File: config.mk
export PLATFORM = sky130hd
export DESIGN_NAME = pwm_output_conditioning
export DESIGN_NICKNAME = d
export VERILOG_FILES = /design/src/pwm_cond_pkg.sv /design/src/fault_pin_filter.sv /design/src/pwm_output_conditioning.sv
export VERILOG_INCLUDE_DIRS = /design/src
export SDC_FILE = /design/constraint.sdc
export NUM_CORES = 1
export LEC_CHECK = 0
export ABC_CLOCK_PERIOD_IN_PS = 1900
export BUFFER_PORTS_ARGS = -buffer_cell sky130_fd_sc_hd__buf_2
export CAP_MARGIN = 20
export CORE_MARGIN = 1.5
export CORE_UTILIZATION = 35
export CTS_CLUSTER_SIZE = 28
export DETAILED_ROUTE_END_ITERATION = 6
export REMOVE_ABC_BUFFERS = 1
export SYNTH_ARGS = -nofsm -noshare
export SYNTH_HDL_FRONTEND = slang
export SYNTH_HIERARCHICAL = 1
export SYNTH_SLANG_ARGS = --single-unit
File: constraint.sdc
create_clock -name clk -period 1.9 [get_ports clk]
set_clock_uncertainty 0.2 [all_clocks]
set_input_delay 0.19 -clock clk [delete_from_list [all_inputs] [get_ports clk]]
set_output_delay 0.19 -clock clk [all_outputs]
set_load 0.01 [all_outputs]
File: src/pwm_cond_params.svh
// Register offsets, field positions, reset values and timing counts
`ifndef PWM_COND_PARAMS_SVH
`define PWM_COND_PARAMS_SVH

// ==========================================================================
// Register indices; the byte address is four times the index
`define IDX_POLARITY     8'hD6
`define IDX_FAULT_DATA   8'hD7
`define IDX_CONTROL_2ND  8'hDF
`define IDX_MASK_ENABLE  8'hFB
`define IDX_MASK_LEVEL   8'hFC
`define IDX_CONTROL_1ST  8'hD8
`define IDX_IRQ_STATUS   8'hE0
`define IDX_IRQ_ENABLE   8'hE1
`define IDX_IRQ_CLEAR    8'hE2

// ==========================================================================
// Field positions
`define POS_MODE_LO      3'd6
`define POS_FAULT_IN_EN  3'd3
`define POS_FAULT_FLAG   3'd7
`define POS_FAULT_EDGE   3'd6
`define POS_RUN          3'd7

// ==========================================================================
// Reset values
`define RST_BYTE         8'h00

// ==========================================================================
// Timing: debounce of the fault pin in system clocks
`define DEBOUNCE_CYCLES  4'h8

`endif

File: src/pwm_cond_pkg.sv
// Types shared by the output conditioning stage
package pwm_cond_pkg;

  // ========================================================================
  // Pair mode encodings
  typedef enum logic [1:0] {
    MODE_INDEPENDENT   = 2'h0,
    MODE_COMPLEMENTARY = 2'h1,
    MODE_SYNCHRONOUS   = 2'h2,
    MODE_RESERVED      = 2'h3
  } pair_mode_t;

  // ========================================================================
  // Write request of the register slave
  typedef struct packed {
    logic [7:0] index;
    logic [31:0] data;
    logic [3:0] strb;
  } reg_write_t;

  // Fault detector status carried to the main block
  typedef struct packed {
    logic level;
    logic edge_hit;
  } fault_status_t;

endpackage : pwm_cond_pkg

File: src/fault_pin_filter.sv
// Fault pin synchroniser, debounce and edge detector
`timescale 1ns/1ns
`include "pwm_cond_params.svh"
module fault_pin_filter
  import pwm_cond_pkg::*;
#(
  parameter logic [3:0] DEBOUNCE = `DEBOUNCE_CYCLES
) (
  input  wire logic          clk,
  input  wire logic          reset,
  input  wire logic          fault_pin,
  input  wire logic          rising_sel,
  output fault_status_t      status
);

  logic       sync_a;
  logic       sync_b;
  logic       stable;
  logic       armed;
  logic [3:0] count;

  // ========================================================================
  // Two flops before anything looks at the pin
  always_ff @(posedge clk) begin
    if (reset) begin
      sync_a <= 1'b0;
      sync_b <= 1'b0;
    end else begin
      sync_a <= fault_pin;
      sync_b <= sync_a;
    end
  end

  // ========================================================================
  // Level accepted only after it held for the full debounce window
  always_ff @(posedge clk) begin
    if (reset) begin
      count  <= 4'h0;
      stable <= 1'b0;
      armed  <= 1'b0;
    end else if (!armed) begin
      // Adopt the idle level quietly, so reset leaves no false edge
      stable <= sync_b;
      count  <= (count == 4'h3) ? 4'h0 : count + 4'h1;
      armed  <= (count == 4'h3);
    end else if (sync_b == stable) begin
      count <= 4'h0;
    end else if (count == DEBOUNCE - 4'h1) begin
      count  <= 4'h0;
      stable <= sync_b;
    end else begin
      count <= count + 4'h1;
    end
  end

  // ========================================================================
  // Edge of the filtered level in the selected direction
  always_ff @(posedge clk) begin
    if (reset) begin
      status <= '0;
    end else begin
      status.level    <= stable;
      status.edge_hit <= armed && (stable != status.level) &&
                         (stable == rising_sel);
    end
  end

endmodule : fault_pin_filter

File: src/pwm_output_conditioning.sv
// Output conditioning stage of a six-channel, three-pair PWM unit
`timescale 1ns/1ns
`include "pwm_cond_params.svh"
module pwm_output_conditioning
  import pwm_cond_pkg::*;
#(
  parameter int CHANNELS = 6
) (
  input  wire logic                clk,
  input  wire logic                reset,
  // AXI4-Lite slave
  input  wire logic [11:0]         s_axi_awaddr,
  input  wire logic                s_axi_awvalid,
  output logic                     s_axi_awready,
  input  wire logic [31:0]         s_axi_wdata,
  input  wire logic [3:0]          s_axi_wstrb,
  input  wire logic                s_axi_wvalid,
  output logic                     s_axi_wready,
  output logic [1:0]               s_axi_bresp,
  output logic                     s_axi_bvalid,
  input  wire logic                s_axi_bready,
  input  wire logic [11:0]         s_axi_araddr,
  input  wire logic                s_axi_arvalid,
  output logic                     s_axi_arready,
  output logic [31:0]              s_axi_rdata,
  output logic [1:0]               s_axi_rresp,
  output logic                     s_axi_rvalid,
  input  wire logic                s_axi_rready,
  // Generator side
  input  wire logic [CHANNELS-1:0] raw_channel_signal,
  input  wire logic                adc_compare_event,
  input  wire logic                fault_pin,
  output logic                     run_bit,
  output logic                     counter_reset,
  // Pins and interrupt
  output logic [CHANNELS-1:0]      pwm_out,
  output logic                     irq
);

  // ========================================================================
  // Registers
  logic [7:0]     polarity_reg;
  logic [7:0]     fault_brake_data_reg;
  logic [7:0]     second_control_reg;
  logic [7:0]     mask_enable_reg;
  logic [7:0]     mask_level_reg;
  logic [7:0]     first_control_reg;
  logic           irq_status;
  logic           irq_enable;
  logic           brake_active;
  fault_status_t  fault_stat;
  pair_mode_t     pair_mode_field;
  logic           fault_pin_input_enable;
  logic           fault_edge_select;
  logic           brake_event;

  // Write channel state
  logic           aw_held;
  logic           w_held;
  logic [7:0]     aw_index;
  logic [31:0]    w_data;
  logic [3:0]     w_strb;
  reg_write_t     wr;
  logic           wr_fire;
  logic           wr_known;

  assign pair_mode_field        = pair_mode_t'(second_control_reg[7:6]);
  assign fault_pin_input_enable = second_control_reg[`POS_FAULT_IN_EN];
  assign fault_edge_select      = fault_brake_data_reg[`POS_FAULT_EDGE];

  // ========================================================================
  // Byte address to register index; the low two address bits are ignored
  function automatic logic [7:0] addr_index(input logic [11:0] a);
    addr_index = a[9:2];
  endfunction : addr_index

  function automatic logic index_known(input logic [7:0] i);
    case (i)
      `IDX_POLARITY, `IDX_FAULT_DATA, `IDX_CONTROL_2ND,
      `IDX_MASK_ENABLE, `IDX_MASK_LEVEL, `IDX_CONTROL_1ST,
      `IDX_IRQ_STATUS, `IDX_IRQ_ENABLE, `IDX_IRQ_CLEAR:
        index_known = 1'b1;
      default:
        index_known = 1'b0;
    endcase
  endfunction : index_known

  // ========================================================================
  // Fault pin filter
  fault_pin_filter #(
    .DEBOUNCE (`DEBOUNCE_CYCLES)
  ) u_filter (
    .clk        (clk),
    .reset      (reset),
    .fault_pin  (fault_pin),
    .rising_sel (fault_edge_select),
    .status     (fault_stat)
  );

  // Enabled fault pin edge and ungated ADC compare event brake the same way
  assign brake_event = (fault_stat.edge_hit &&
                        fault_pin_input_enable) ||
                       adc_compare_event;

  // ========================================================================
  // AXI write address and data capture, either order
  assign wr_fire  = aw_held && w_held && !s_axi_bvalid;
  assign wr.index = aw_index;
  assign wr.data  = w_data;
  assign wr.strb  = w_strb;
  assign wr_known = index_known(wr.index);

  always_ff @(posedge clk) begin
    if (reset) begin
      aw_held       <= 1'b0;
      aw_index      <= 8'h00;
      s_axi_awready <= 1'b0;
    end else begin
      s_axi_awready <= !aw_held && !s_axi_awready;
      if (s_axi_awvalid && s_axi_awready) begin
        aw_held  <= 1'b1;
        aw_index <= addr_index(s_axi_awaddr);
        s_axi_awready <= 1'b0;
      end else if (wr_fire) begin
        aw_held <= 1'b0;
      end
    end
  end

  always_ff @(posedge clk) begin
    if (reset) begin
      w_held       <= 1'b0;
      w_data       <= 32'h0000_0000;
      w_strb       <= 4'h0;
      s_axi_wready <= 1'b0;
    end else begin
      s_axi_wready <= !w_held && !s_axi_wready;
      if (s_axi_wvalid && s_axi_wready) begin
        w_held       <= 1'b1;
        w_data       <= s_axi_wdata;
        w_strb       <= s_axi_wstrb;
        s_axi_wready <= 1'b0;
      end else if (wr_fire) begin
        w_held <= 1'b0;
      end
    end
  end

  // Write response: DECERR for an unmapped address
  always_ff @(posedge clk) begin
    if (reset) begin
      s_axi_bvalid <= 1'b0;
      s_axi_bresp  <= 2'h0;
    end else if (wr_fire) begin
      s_axi_bvalid <= 1'b1;
      s_axi_bresp  <= wr_known ? 2'h0 : 2'h3;
    end else if (s_axi_bready) begin
      s_axi_bvalid <= 1'b0;
    end
  end

  // ========================================================================
  // Plain configuration registers, low byte lane only
  always_ff @(posedge clk) begin
    if (reset) begin
      polarity_reg       <= `RST_BYTE;
      second_control_reg <= `RST_BYTE;
      mask_enable_reg    <= `RST_BYTE;
      mask_level_reg     <= `RST_BYTE;
      irq_enable         <= 1'b0;
    end else if (wr_fire && wr.strb[0]) begin
      case (wr.index)
        `IDX_POLARITY:    polarity_reg       <= {2'h0, wr.data[5:0]};
        `IDX_CONTROL_2ND: second_control_reg <= wr.data[7:0];
        `IDX_MASK_ENABLE: mask_enable_reg    <= {2'h0, wr.data[5:0]};
        `IDX_MASK_LEVEL:  mask_level_reg     <= {2'h0, wr.data[5:0]};
        `IDX_IRQ_ENABLE:  irq_enable         <= wr.data[0];
        default:          ;
      endcase
    end
  end

  // ========================================================================
  // Fault data register; hardware set of the flag wins over a clear
  always_ff @(posedge clk) begin
    if (reset) begin
      fault_brake_data_reg <= `RST_BYTE;
    end else begin
      if (wr_fire && wr.strb[0] && wr.index == `IDX_FAULT_DATA) begin
        fault_brake_data_reg <= wr.data[7:0];
      end
      if (brake_event) begin
        fault_brake_data_reg[`POS_FAULT_FLAG] <= 1'b1;
      end
    end
  end

  // ========================================================================
  // Run bit: software sets, brake clears with priority
  always_ff @(posedge clk) begin
    if (reset) begin
      first_control_reg <= `RST_BYTE;
    end else if (brake_event) begin
      first_control_reg[`POS_RUN] <= 1'b0;
    end else if (wr_fire && wr.strb[0] &&
                 wr.index == `IDX_CONTROL_1ST) begin
      first_control_reg <= wr.data[7:0];
    end
  end

  // ========================================================================
  // Brake state holds until the run bit is written to one again
  always_ff @(posedge clk) begin
    if (reset) begin
      brake_active <= 1'b0;
    end else if (brake_event) begin
      brake_active <= 1'b1;
    end else if (wr_fire && wr.strb[0] && wr.data[`POS_RUN] &&
                 wr.index == `IDX_CONTROL_1ST) begin
      brake_active <= 1'b0;
    end
  end

  // Counter reset pulse and run level to the generator
  always_ff @(posedge clk) begin
    if (reset) begin
      counter_reset <= 1'b0;
      run_bit       <= 1'b0;
    end else begin
      counter_reset <= brake_event;
      run_bit       <= first_control_reg[`POS_RUN] && !brake_event;
    end
  end

  // ========================================================================
  // Interrupt status: sticky, set wins over write-one-to-clear
  always_ff @(posedge clk) begin
    if (reset) begin
      irq_status <= 1'b0;
    end else if (brake_event) begin
      irq_status <= 1'b1;
    end else if (wr_fire && wr.strb[0] && wr.data[0] &&
                 wr.index == `IDX_IRQ_CLEAR) begin
      irq_status <= 1'b0;
    end
  end

  always_ff @(posedge clk) begin
    if (reset) begin
      irq <= 1'b0;
    end else begin
      irq <= irq_status && irq_enable;
    end
  end

  // ========================================================================
  // Read channel, one answer per request
  always_ff @(posedge clk) begin
    if (reset) begin
      s_axi_arready <= 1'b0;
      s_axi_rvalid  <= 1'b0;
      s_axi_rdata   <= 32'h0000_0000;
      s_axi_rresp   <= 2'h0;
    end else begin
      s_axi_arready <= !s_axi_rvalid && !s_axi_arready;
      if (s_axi_arvalid && s_axi_arready) begin
        s_axi_arready <= 1'b0;
        s_axi_rvalid  <= 1'b1;
        s_axi_rresp   <= index_known(addr_index(s_axi_araddr)) ?
                         2'h0 : 2'h3;
        case (addr_index(s_axi_araddr))
          `IDX_POLARITY:    s_axi_rdata <= {24'h0, polarity_reg};
          `IDX_FAULT_DATA:  s_axi_rdata <= {24'h0, fault_brake_data_reg};
          `IDX_CONTROL_2ND: s_axi_rdata <= {24'h0, second_control_reg};
          `IDX_MASK_ENABLE: s_axi_rdata <= {24'h0, mask_enable_reg};
          `IDX_MASK_LEVEL:  s_axi_rdata <= {24'h0, mask_level_reg};
          `IDX_CONTROL_1ST: s_axi_rdata <= {24'h0, first_control_reg};
          `IDX_IRQ_STATUS:  s_axi_rdata <= {31'h0, irq_status};
          `IDX_IRQ_ENABLE:  s_axi_rdata <= {31'h0, irq_enable};
          default:          s_axi_rdata <= 32'h0000_0000;
        endcase
      end else if (s_axi_rvalid && s_axi_rready) begin
        s_axi_rvalid <= 1'b0;
      end
    end
  end

  // ========================================================================
  // Channel path: mode, then mask, then brake, then polarity
  logic [CHANNELS-1:0] moded;
  logic [CHANNELS-1:0] masked;
  logic [CHANNELS-1:0] braked;

  always_comb begin
    moded = raw_channel_signal;
    for (int p = 0; p < CHANNELS; p += 2) begin
      case (pair_mode_field)
        MODE_COMPLEMENTARY:
          moded[p+1] = !raw_channel_signal[p];
        MODE_SYNCHRONOUS:
          moded[p+1] = raw_channel_signal[p];
        // Reserved code behaves as independent
        default:
          moded[p+1] = raw_channel_signal[p+1];
      endcase
    end
  end

  // Mask and brake overrides, brake highest priority
  assign masked = (moded & ~mask_enable_reg[CHANNELS-1:0]) |
                  (mask_level_reg[CHANNELS-1:0] &
                   mask_enable_reg[CHANNELS-1:0]);
  assign braked = brake_active ?
                  fault_brake_data_reg[CHANNELS-1:0] :
                  masked;

  // Polarity last, straight from a flop to the pins
  always_ff @(posedge clk) begin
    if (reset) begin
      pwm_out <= '0;
    end else begin
      pwm_out <= braked ^ polarity_reg[CHANNELS-1:0];
    end
  end

endmodule : pwm_output_conditioning

==> results of run 1 <==
## repair_timing
action / 4_1_cts / 5_1_grt
endpoints found under the hold margin: 20 / 0
resized for setup: 0 / 11
buffers inserted: 0 / 1
hold buffers: 28 / 0
setup endpoints to repair: 0 / 36
## worst max path at each step
stage                          from                     to  slack [ns]  cells after the start
detailed placement  s_axi_araddr[5]         s_axi_rdata[1]       -0.08                      6
global route           s_axi_bvalid   first_control_reg[1]       -0.01                      7
global placement    s_axi_araddr[5]         s_axi_rdata[1]       -0.02                      6
CTS                    s_axi_bvalid  second_control_reg[5]        0.02                      6
finish                 s_axi_bvalid     mask_enable_reg[4]        0.09                      6
floorplan               aw_index[3]      mask_level_reg[0]       -0.12                      5
## synth_stat cells, types with 3 or more instances
library cell                 n  area share [%]
sky130_fd_sc_hd__and4_1      3            0.57
sky130_fd_sc_hd__dfxtp_1    98              42
sky130_fd_sc_hd__nand4_1     5            0.67
sky130_fd_sc_hd__nor3_1      6            0.65
sky130_fd_sc_hd__nand2_1    48             3.9
sky130_fd_sc_hd__or3_1       3            0.40
sky130_fd_sc_hd__a21oi_1    47             5.1
sky130_fd_sc_hd__mux2i_1    50              11
sky130_fd_sc_hd__nor2_1     65             5.3
sky130_fd_sc_hd__inv_1      11            0.89
sky130_fd_sc_hd__nor2b_1     7            0.94
sky130_fd_sc_hd__clkbuf_1   24             1.9
sky130_fd_sc_hd__buf_4      27             4.4
sky130_fd_sc_hd__and3_1      6            0.81
sky130_fd_sc_hd__ha_1        3            0.81
sky130_fd_sc_hd__nand3b_1    3            0.49
sky130_fd_sc_hd__xnor2_1     7             1.3
sky130_fd_sc_hd__and3b_1     3            0.57
sky130_fd_sc_hd__o211ai_1    3            0.49
sky130_fd_sc_hd__o21ai_0     7            0.75
sky130_fd_sc_hd__nand2b_1    8             1.1
sky130_fd_sc_hd__mux2_2      4            0.97
sky130_fd_sc_hd__buf_1       3            0.24
sky130_fd_sc_hd__o21ai_1     6            0.65
sky130_fd_sc_hd__o2bb2ai_1   3            0.57
sky130_fd_sc_hd__a22oi_1     4            0.65
sky130_fd_sc_hd__nand3_1    17             1.8
## area by class of cell
type,instances,area [um^2]
Fill cell,1255,6800
Multi-Input combinational cell,381,2450
Sequential cell,98,1970
Timing Repair Buffer,136,1010
Clock buffer,11,233
Tap cell,172,215
Clock inverter,5,63.8
Inverter,11,41.3
## power groups by stage
| stage | logic, W | clock network, W | registers [W] |
|---|---|---|---|
| 2_1_floorplan | 0.000168 | 0 | 0.00222 |
| 3_3_place_gp | 0.000390 | 0 | 0.00222 |
| 3_5_place_dp | 0.000397 | 0 | 0.00222 |
| 4_1_cts | 0.000439 | 0.00186 | 0.00217 |
| 5_1_grt | 0.000486 | 0.00196 | 0.00219 |
| 6_report | 0.000440 | 0.00183 | 0.00218 |
## stage by stage
step	cell area, um^2	power [W]	util, %
after CTS	5930	0.00448	46.4
after global routing	5980	0.00464	46.8
after floorplan	4420	0.00239	-
after detailed placement	5350	0.00262	41.9
after global placement	5350	0.00261	41.9
final	5980	0.00445	46.8
## worst max-delay path: cells and delay by family (launching register included)
kind,cells,cell delay [ns]
buffers and inverters,1,0.15
flip-flops,1,0.34
multiplexers,1,0.21
AND/OR/NAND/NOR,4,0.81
## layer usage
metal,up-vias,GRT usage (%),part of all wire [%]
met2,124,29.3,48
met1,1916,22.0,45
met5,-,0,0
met4,0,5.18,1.3
li1,2008,-,-
met3,15,3.81,5.8
## kinds of logic (layout without fill, tap and decap cells)
family,count (synthesis),count (layout)
xor+xnor,8,8
simple gates,196,196
flops,98,98
fa+ha+maj,3,3
other cells,1,24
mux,56,56
compound gates,94,94
buf+inv,66,163
==> results by stage, run 1 <==
Timing:
- The worst pin sits at a relative slew slack of 66.6%.
- The accumulated negative setup slack is 0 ns.
- Setup violations remaining at the end of the flow were counted as 0.
- Setup repair after global routing could not meet its margin everywhere.
- The final critical path takes up 95.5% of the cycle.
- The worst hold slack across all endpoints is 0.0654 ns.
- The shortest clock period the worst path allows after layout is 1.81 ns.
- The actual transition at the worst max-transition pin is 0.500 ns.
- The number of max-slew violations in the final report is 0.
- Once routing completed, OpenROAD measured the worst setup slack at 0.0859 ns.
- For this run, the top clock speed supported by timing is 0.551 GHz.
- The number of failing hold endpoints at the final stage is 0.

Floorplan:
- The initial utilization of the core area, before any placement, comes to 36.4%.
- The number of top-level pins is 125.
- The horizontal die dimension is 118 um.
- The die outline height is 118 um.
- The placement row count is 41.
- The die covers 14000 um^2.
- The placeable core region is 12800 um^2.

Logic synthesis:
- The largest family of logic cells by synthesized area is simple AND/OR/NAND/NOR gates.
- The Yosys step of the flow raised 6 warnings.
- The synthesized netlist contains 65 unique library cells.
- After Yosys synthesis, and, or, nand and nor cells account for 22.2% of the synthesized area.
- The synthesized netlist devotes 0.808% of its cell area to adder and majority cells.
- The synthesized netlist devotes 13.4% of its cell area to compound gates.
- The share of synthesized flip-flops with an asynchronous set or reset is 0%.
- The mean instance size in the synthesized netlist is 8.90 um^2.
- In the synthesized netlist, mux cells make up 12.2% of the area.
- The gate count after technology mapping is 522.
- The sequential cell area fraction in the yosys report is 42.3%.
- The number of enable-type register cells in the synthesized netlist is 0.
- The most frequently used flop master after synthesis is sky130_fd_sc_hd__dfxtp_1.
- The number of register bits inferred by synthesis is 98.
- The synthesized netlist devotes 1.51% of its cell area to XOR and XNOR gates.
- The cell area that synthesis handed to floorplanning was 4640 um^2.

Route:
- The total number of vias is 4063.
- Once detail routing completed, the nets flagged for antenna violations numbered 0.
- Dividing the detail-routed via count by the number of cells gives 4.99.
- The length of the first detailed-routing pass in iterations is 5.
- After detailed routing, the number of remaining DRC violations is 0.
- After the first detailed-routing iteration, the DRC count stood at 235.
- After detailed routing, the total wire length is 11900 um.
- In the final routed layout, each cell accounts on average for 14.6 um.

Clock network:
- CTS saw 98 sinks.
- The count of H-tree levels built during CTS is 3.
- For the worst-skew pair, the clock arrives at the later sink with an insertion delay of 0.35 ns.
- The TritonCTS buffer count is 9.
- Counting along the longest clock path gives a buffer depth of 2.
- In this run the clock root is driven by a sky130_fd_sc_hd__clkbuf_16.
- The TritonCTS clock tree is built.
- After clock tree synthesis, the clock-pin slew on the worst setup and hold paths is 0.07 ns.

GRT:
- The number of global-route vias before repair is 3890.
- Entering global routing, the biggest net connects 39 pins.
- After global routing the overflow that remains totals 0.
- The initial antenna violation count is 0.
- Across every metal layer, demand over resource in global routing totals 17.3%.
- The wire length of the first global-routing pass is 19400 um.

Final layout:
- The library cell used most frequently in the layout, excluding fill and tap cells, is sky130_fd_sc_hd__dfxtp_1.
- The net count of the finished layout is 715.
- Relative to the synthesized area, the layout overhead comes to 28.7%.
- The number of antenna diodes in the final layout is 0.
- The post-layout instance count excluding filler cells is 814.
- The proportion of layout cells with a drive suffix above 1 is 23.5%.
- The library cells used most frequently in the layout, excluding fill and tap cells, are sky130_fd_sc_hd__dfxtp_1, sky130_fd_sc_hd__nor2_1, sky130_fd_sc_hd__buf_2, sky130_fd_sc_hd__mux2i_1.

Power and ir drop:
- The switching share of power is 24.7%.
- The relative contribution of combinational cells to total power is 9.9%.
- The worst-case IR drop observed on VDD is 0.480 mV.
- Per report_power, the sequential group accounts for 48.9% of the total.
- The clock share of power is 41.2%.
- The internal power is 0.00335 W.
- In this run the power density over the cells is 744 nW/um^2.
- The switching power summed over all nets is 0.00110 W.
- For this design the static power due to leakage is 2.39 nW.

Setup path:
- The required time reported for the critical path endpoint is 1.94 ns.
- The category of the worst setup path launch point is a register.
- The worst setup path is captured at a register.
- The number of cell instances on the worst register-to-register path is 6.
- The largest incremental delay on the critical path is 0.34 ns.
- The critical path in this run is classified as register to register.
- The critical path goes through nand3b_1, nor3b_4, and3_1, buf_12, mux2i_1, nor2_1.
- The top fanout value on the critical path is 6.
- In this run the register-to-register setup slack is 0.09 ns.
- The master of the slowest instance on the critical path is sky130_fd_sc_hd__dfxtp_1.
- In this run the critical register-to-register path is captured at mask_enable_reg[4].
- The worst endpoint data arrival time is 1.85 ns.
- The launch point of the worst reg-to-reg path is s_axi_bvalid.

Status:
- The run finished with clean final reports.

Placement:
- Detailed placement finished with a half-perimeter wire length of 8710 um.
- The worst slack at placement is -0.0832 ns.
- The placed instance count is 769.
- The global placement routability congestion is 0.857.
- During placement, the flow inserted port buffers numbering 65.

Run:
- The tool flagged a number of max-cap violations equal to 0.

Hold path:
- The path class of the lowest-slack min-delay path is input port to register.
- The launch point of the worst hold path is reset.
- The cell depth of the worst min-delay path is 3.
- The hold path endpoint is s_axi_rdata[6].
Note: power is estimated with default switching activity, not from simulation.
==> run 2, diff against run 1 <==
- BUFFER_PORTS_ARGS: -buffer_cell sky130_fd_sc_hd__buf_2 -> not set
- CORE_UTILIZATION: 35 -> 50
- CTS_CLUSTER_SIZE: 28 -> 8
- DONT_BUFFER_PORTS: not set -> 1
- PLACE_DENSITY: not set -> 0.68
==> run 2 against run 1 <==
Compared with the run above: the flow now finishes with violations (hold timing); non-clock buffer count is 70 lower; worst setup slack got worse by 0.038 ns; wire length fell by 6.4%; global-route usage rose by 5.4 points; final area decreased by 8.9%; clock power is 24% lower; sequential share of layout area rose by 3.3 points; combinational power fell by 32%; critical endpoint is now w_held.
==> results by stage, run 2 (synthesized netlist as in run 1, its figures left out) <==
Route:
- The post-route antenna net violation count is 0 (unchanged).
- The total number of vias is 3808 (-6.3%).
- The number of remaining DRC errors was 0 (unchanged).
- The sum of routed wire length over all layers came to 11100 um (-6.4%).
- The length of the first detailed-routing pass in iterations is 5 (unchanged).
- The mean number of vias per cell came to 5.60 (+12%).
- The average wire per cell in the routed design was 16.3 um (+12%).
- The number of DRC markers after the initial detailed-route iteration is 160 (-32%).

Hold path:
- The path class of the lowest-slack min-delay path is input port to register.

Timing:
- The number of failing hold endpoints at the final stage is 61 (+61).
- The shortest clock period the worst path allows after layout is 1.85 ns (+0.0382 ns).
- The final number of setup-violating endpoints came to 0 (unchanged).
- The worst hold slack across all endpoints was -0.315 ns (-0.381 ns).
- The accumulated negative setup slack is 0 ns (unchanged).
- The number of max-slew violations in the final report is 0 (unchanged).
- The share of the cycle needed by the critical path after routing is 97.5% (+2.0 points).
- The achievable clock frequency is 0.540 GHz (-2.1%).

Final layout:
- The post-layout instance count excluding filler cells came to 680 (-16%).
- In the layout the commonest cells are sky130_fd_sc_hd__dfxtp_1, sky130_fd_sc_hd__nor2_1, sky130_fd_sc_hd__mux2i_1, sky130_fd_sc_hd__nand2_1, sky130_fd_sc_hd__a21oi_1.
- The count of inserted antenna diode cells is 0 (unchanged).
- The signed area change from the synthesized netlist to the final layout is 17.3%.
- The library cell used most frequently in the layout, excluding fill and tap cells, is sky130_fd_sc_hd__dfxtp_1.
- The layout filler cell count is 765 (-39%).
- The register area is 1970 um^2 (+0.13%).
- The proportion of layout cells with a drive suffix above 1 is 12.4% (-11 points).
- The final layout net count is 645 (-9.8%).
- The multi-input combinational cell area was 2440 um^2 (-0.20%).

Clock network:
- The clock sink total is 98 (unchanged).
- The clock insertion delay at the later pin of the skew report is 0.37 ns (+0.02 ns).
- The TritonCTS clock tree is built.
- The clock transition at the registers of the reported paths is 0.09 ns (+0.02 ns).
- The number of buffers between clock root and the deepest sink is 2 (unchanged).
- The TritonCTS buffer count is 9 (unchanged).
- The count of H-tree levels built during CTS was 3 (unchanged).
- CTS placed an instance of sky130_fd_sc_hd__clkbuf_8 at the clock tree root.

Power and ir drop:
- The power per cell area is 711 nW/um^2 (-4.4%).
- The total power consumption of the routed design is 0.00387 W (-13%).
- The leakage power is 2.12 nW (-11%).
- The maximum resistive drop on vdd came to 0.663 mV (+38%).

Status:
- The checks that failed: hold timing.
- The flow ran to the end, but the final reports show violations.

Setup path:
- The type of destination of the critical path is a register.
- The critical path is of the register to register type.
- The required time reported for the critical path endpoint is 1.97 ns (+0.03 ns).
- The worst endpoint data arrival time came to 1.92 ns (+0.07 ns).
- The category of the worst setup path launch point is a register.
- The top fanout value on the critical path is 4 (-2).

Placement:
- The global placement routability congestion is 0.875 (+2.0%).
- The HPWL after detailed placement is 7340 um (-16%).
- The placed instance count is 621 (-19%).
- The number of port buffers is 0 (-100%).

GRT:
- The initial antenna violation count is 0 (unchanged).
- The total track usage was 22.7% (+5.4 points).
- The wire length of the first global-routing pass is 17500 um (-9.4%).
- The maximum number of pins on one net before global-route repair is 99 (+150%).
- The total global routing overflow is 0 (unchanged).
- The number of global-route vias before repair is 3572 (-8.2%).

Floorplan:
- The placement row count is 34 (-17%).
- The number of top-level pins was 125 (unchanged).
- The die outline height is 99.4 um (-16%).
- The total die area came to 9870 um^2 (-29%).
- The effective utilization at floorplan was 52.5% (+16 points).
- The placeable core region is 8850 um^2 (-31%).
- The horizontal die dimension is 99.4 um (-16%).

Run:
- The number of max-cap violations came to 0 (unchanged).
-- run 2: cell types whose count changed in the layout (fill, tap and decap cells not counted), sizes merged --
cell and delta:
buf -82, dlygate4sd3 +12, clkinvlp -3, clkbuf +2
clkinv +2, inv -1
-- run 2: routing by layer --
layer | vias up | GRT usage, % | part of all wire (%)
li1 | 1859 | - | -
met1 | 1795 | 27.9 | 43
met2 | 134 | 38.2 | 49
met3 | 20 | 5.69 | 6.6
met4 | 0 | 9.10 | 2.2
met5 | - | 0 | 0
-- run 2: path summary, 6_finish.rpt --
path | slack, ns | end | from | cells past startpoint
worst max-delay path | 0.05 | w_held | s_axi_bvalid | 5
worst max register to register | 0.05 | w_held | s_axi_bvalid | 5
worst min-delay path | -0.32 | u_filter/count[3] | reset | 1
worst min register to register | 0.28 | u_filter/count[0] | u_filter/count[0] | 1
-- run 2: critical path: stages, from the launching register on --
cell	delay (ns)
sky130_fd_sc_hd__dfxtp_1	0.33
sky130_fd_sc_hd__nand3b_1	0.25
sky130_fd_sc_hd__buf_4	0.19
sky130_fd_sc_hd__a21oi_1	0.17
sky130_fd_sc_hd__nor2_1	0.06
sky130_fd_sc_hd__dlygate4sd3_1	0.55
-- run 2: metrics by stage --
stage | setup WS (ns) | instance area (um^2) | util (%) | hold WS [ns]
global route | -0.0432 | 5450 | 61.5 | -0.340
floorplan | -0.120 | 4420 | - | 0.0562
detailed placement | 0.0263 | 4780 | 54.0 | 0.0685
CTS | 0.00491 | 5290 | 59.7 | -0.327
global placement | 0.0384 | 4780 | 54.0 | 0.0704
finish | 0.0477 | 5450 | 61.5 | -0.315
-- run 2: area by class of cell --
cell class / instances / share of cell area [%]
multi-input cells: 381 / 44.9
flip-flops and latches: 98 / 36.1
inverters: 11 / 0.758
well taps: 108 / 2.48
clock inverters: 3 / 0.873
repair buffers: 66 / 11.9
clock buffers: 13 / 2.92
-- run 2: power by group --
| part | leakage (nW) | switching [W] | total [W] | internal (W) |
|---|---|---|---|---|
| Combinational | 1.22 | 0.000147 | 0.000298 | 0.000152 |
| Sequential | 0.798 | 0.0000690 | 0.00218 | 0.00211 |
| Clock | 0.104 | 0.000704 | 0.00139 | 0.000687 |
-- run 2: repair_timing --
item	CTS	global route
hold buffers	30	10
setup buffers	0	3
resized for setup	0	13
hold endpoints to repair	98	69
setup endpoints to repair	0	38
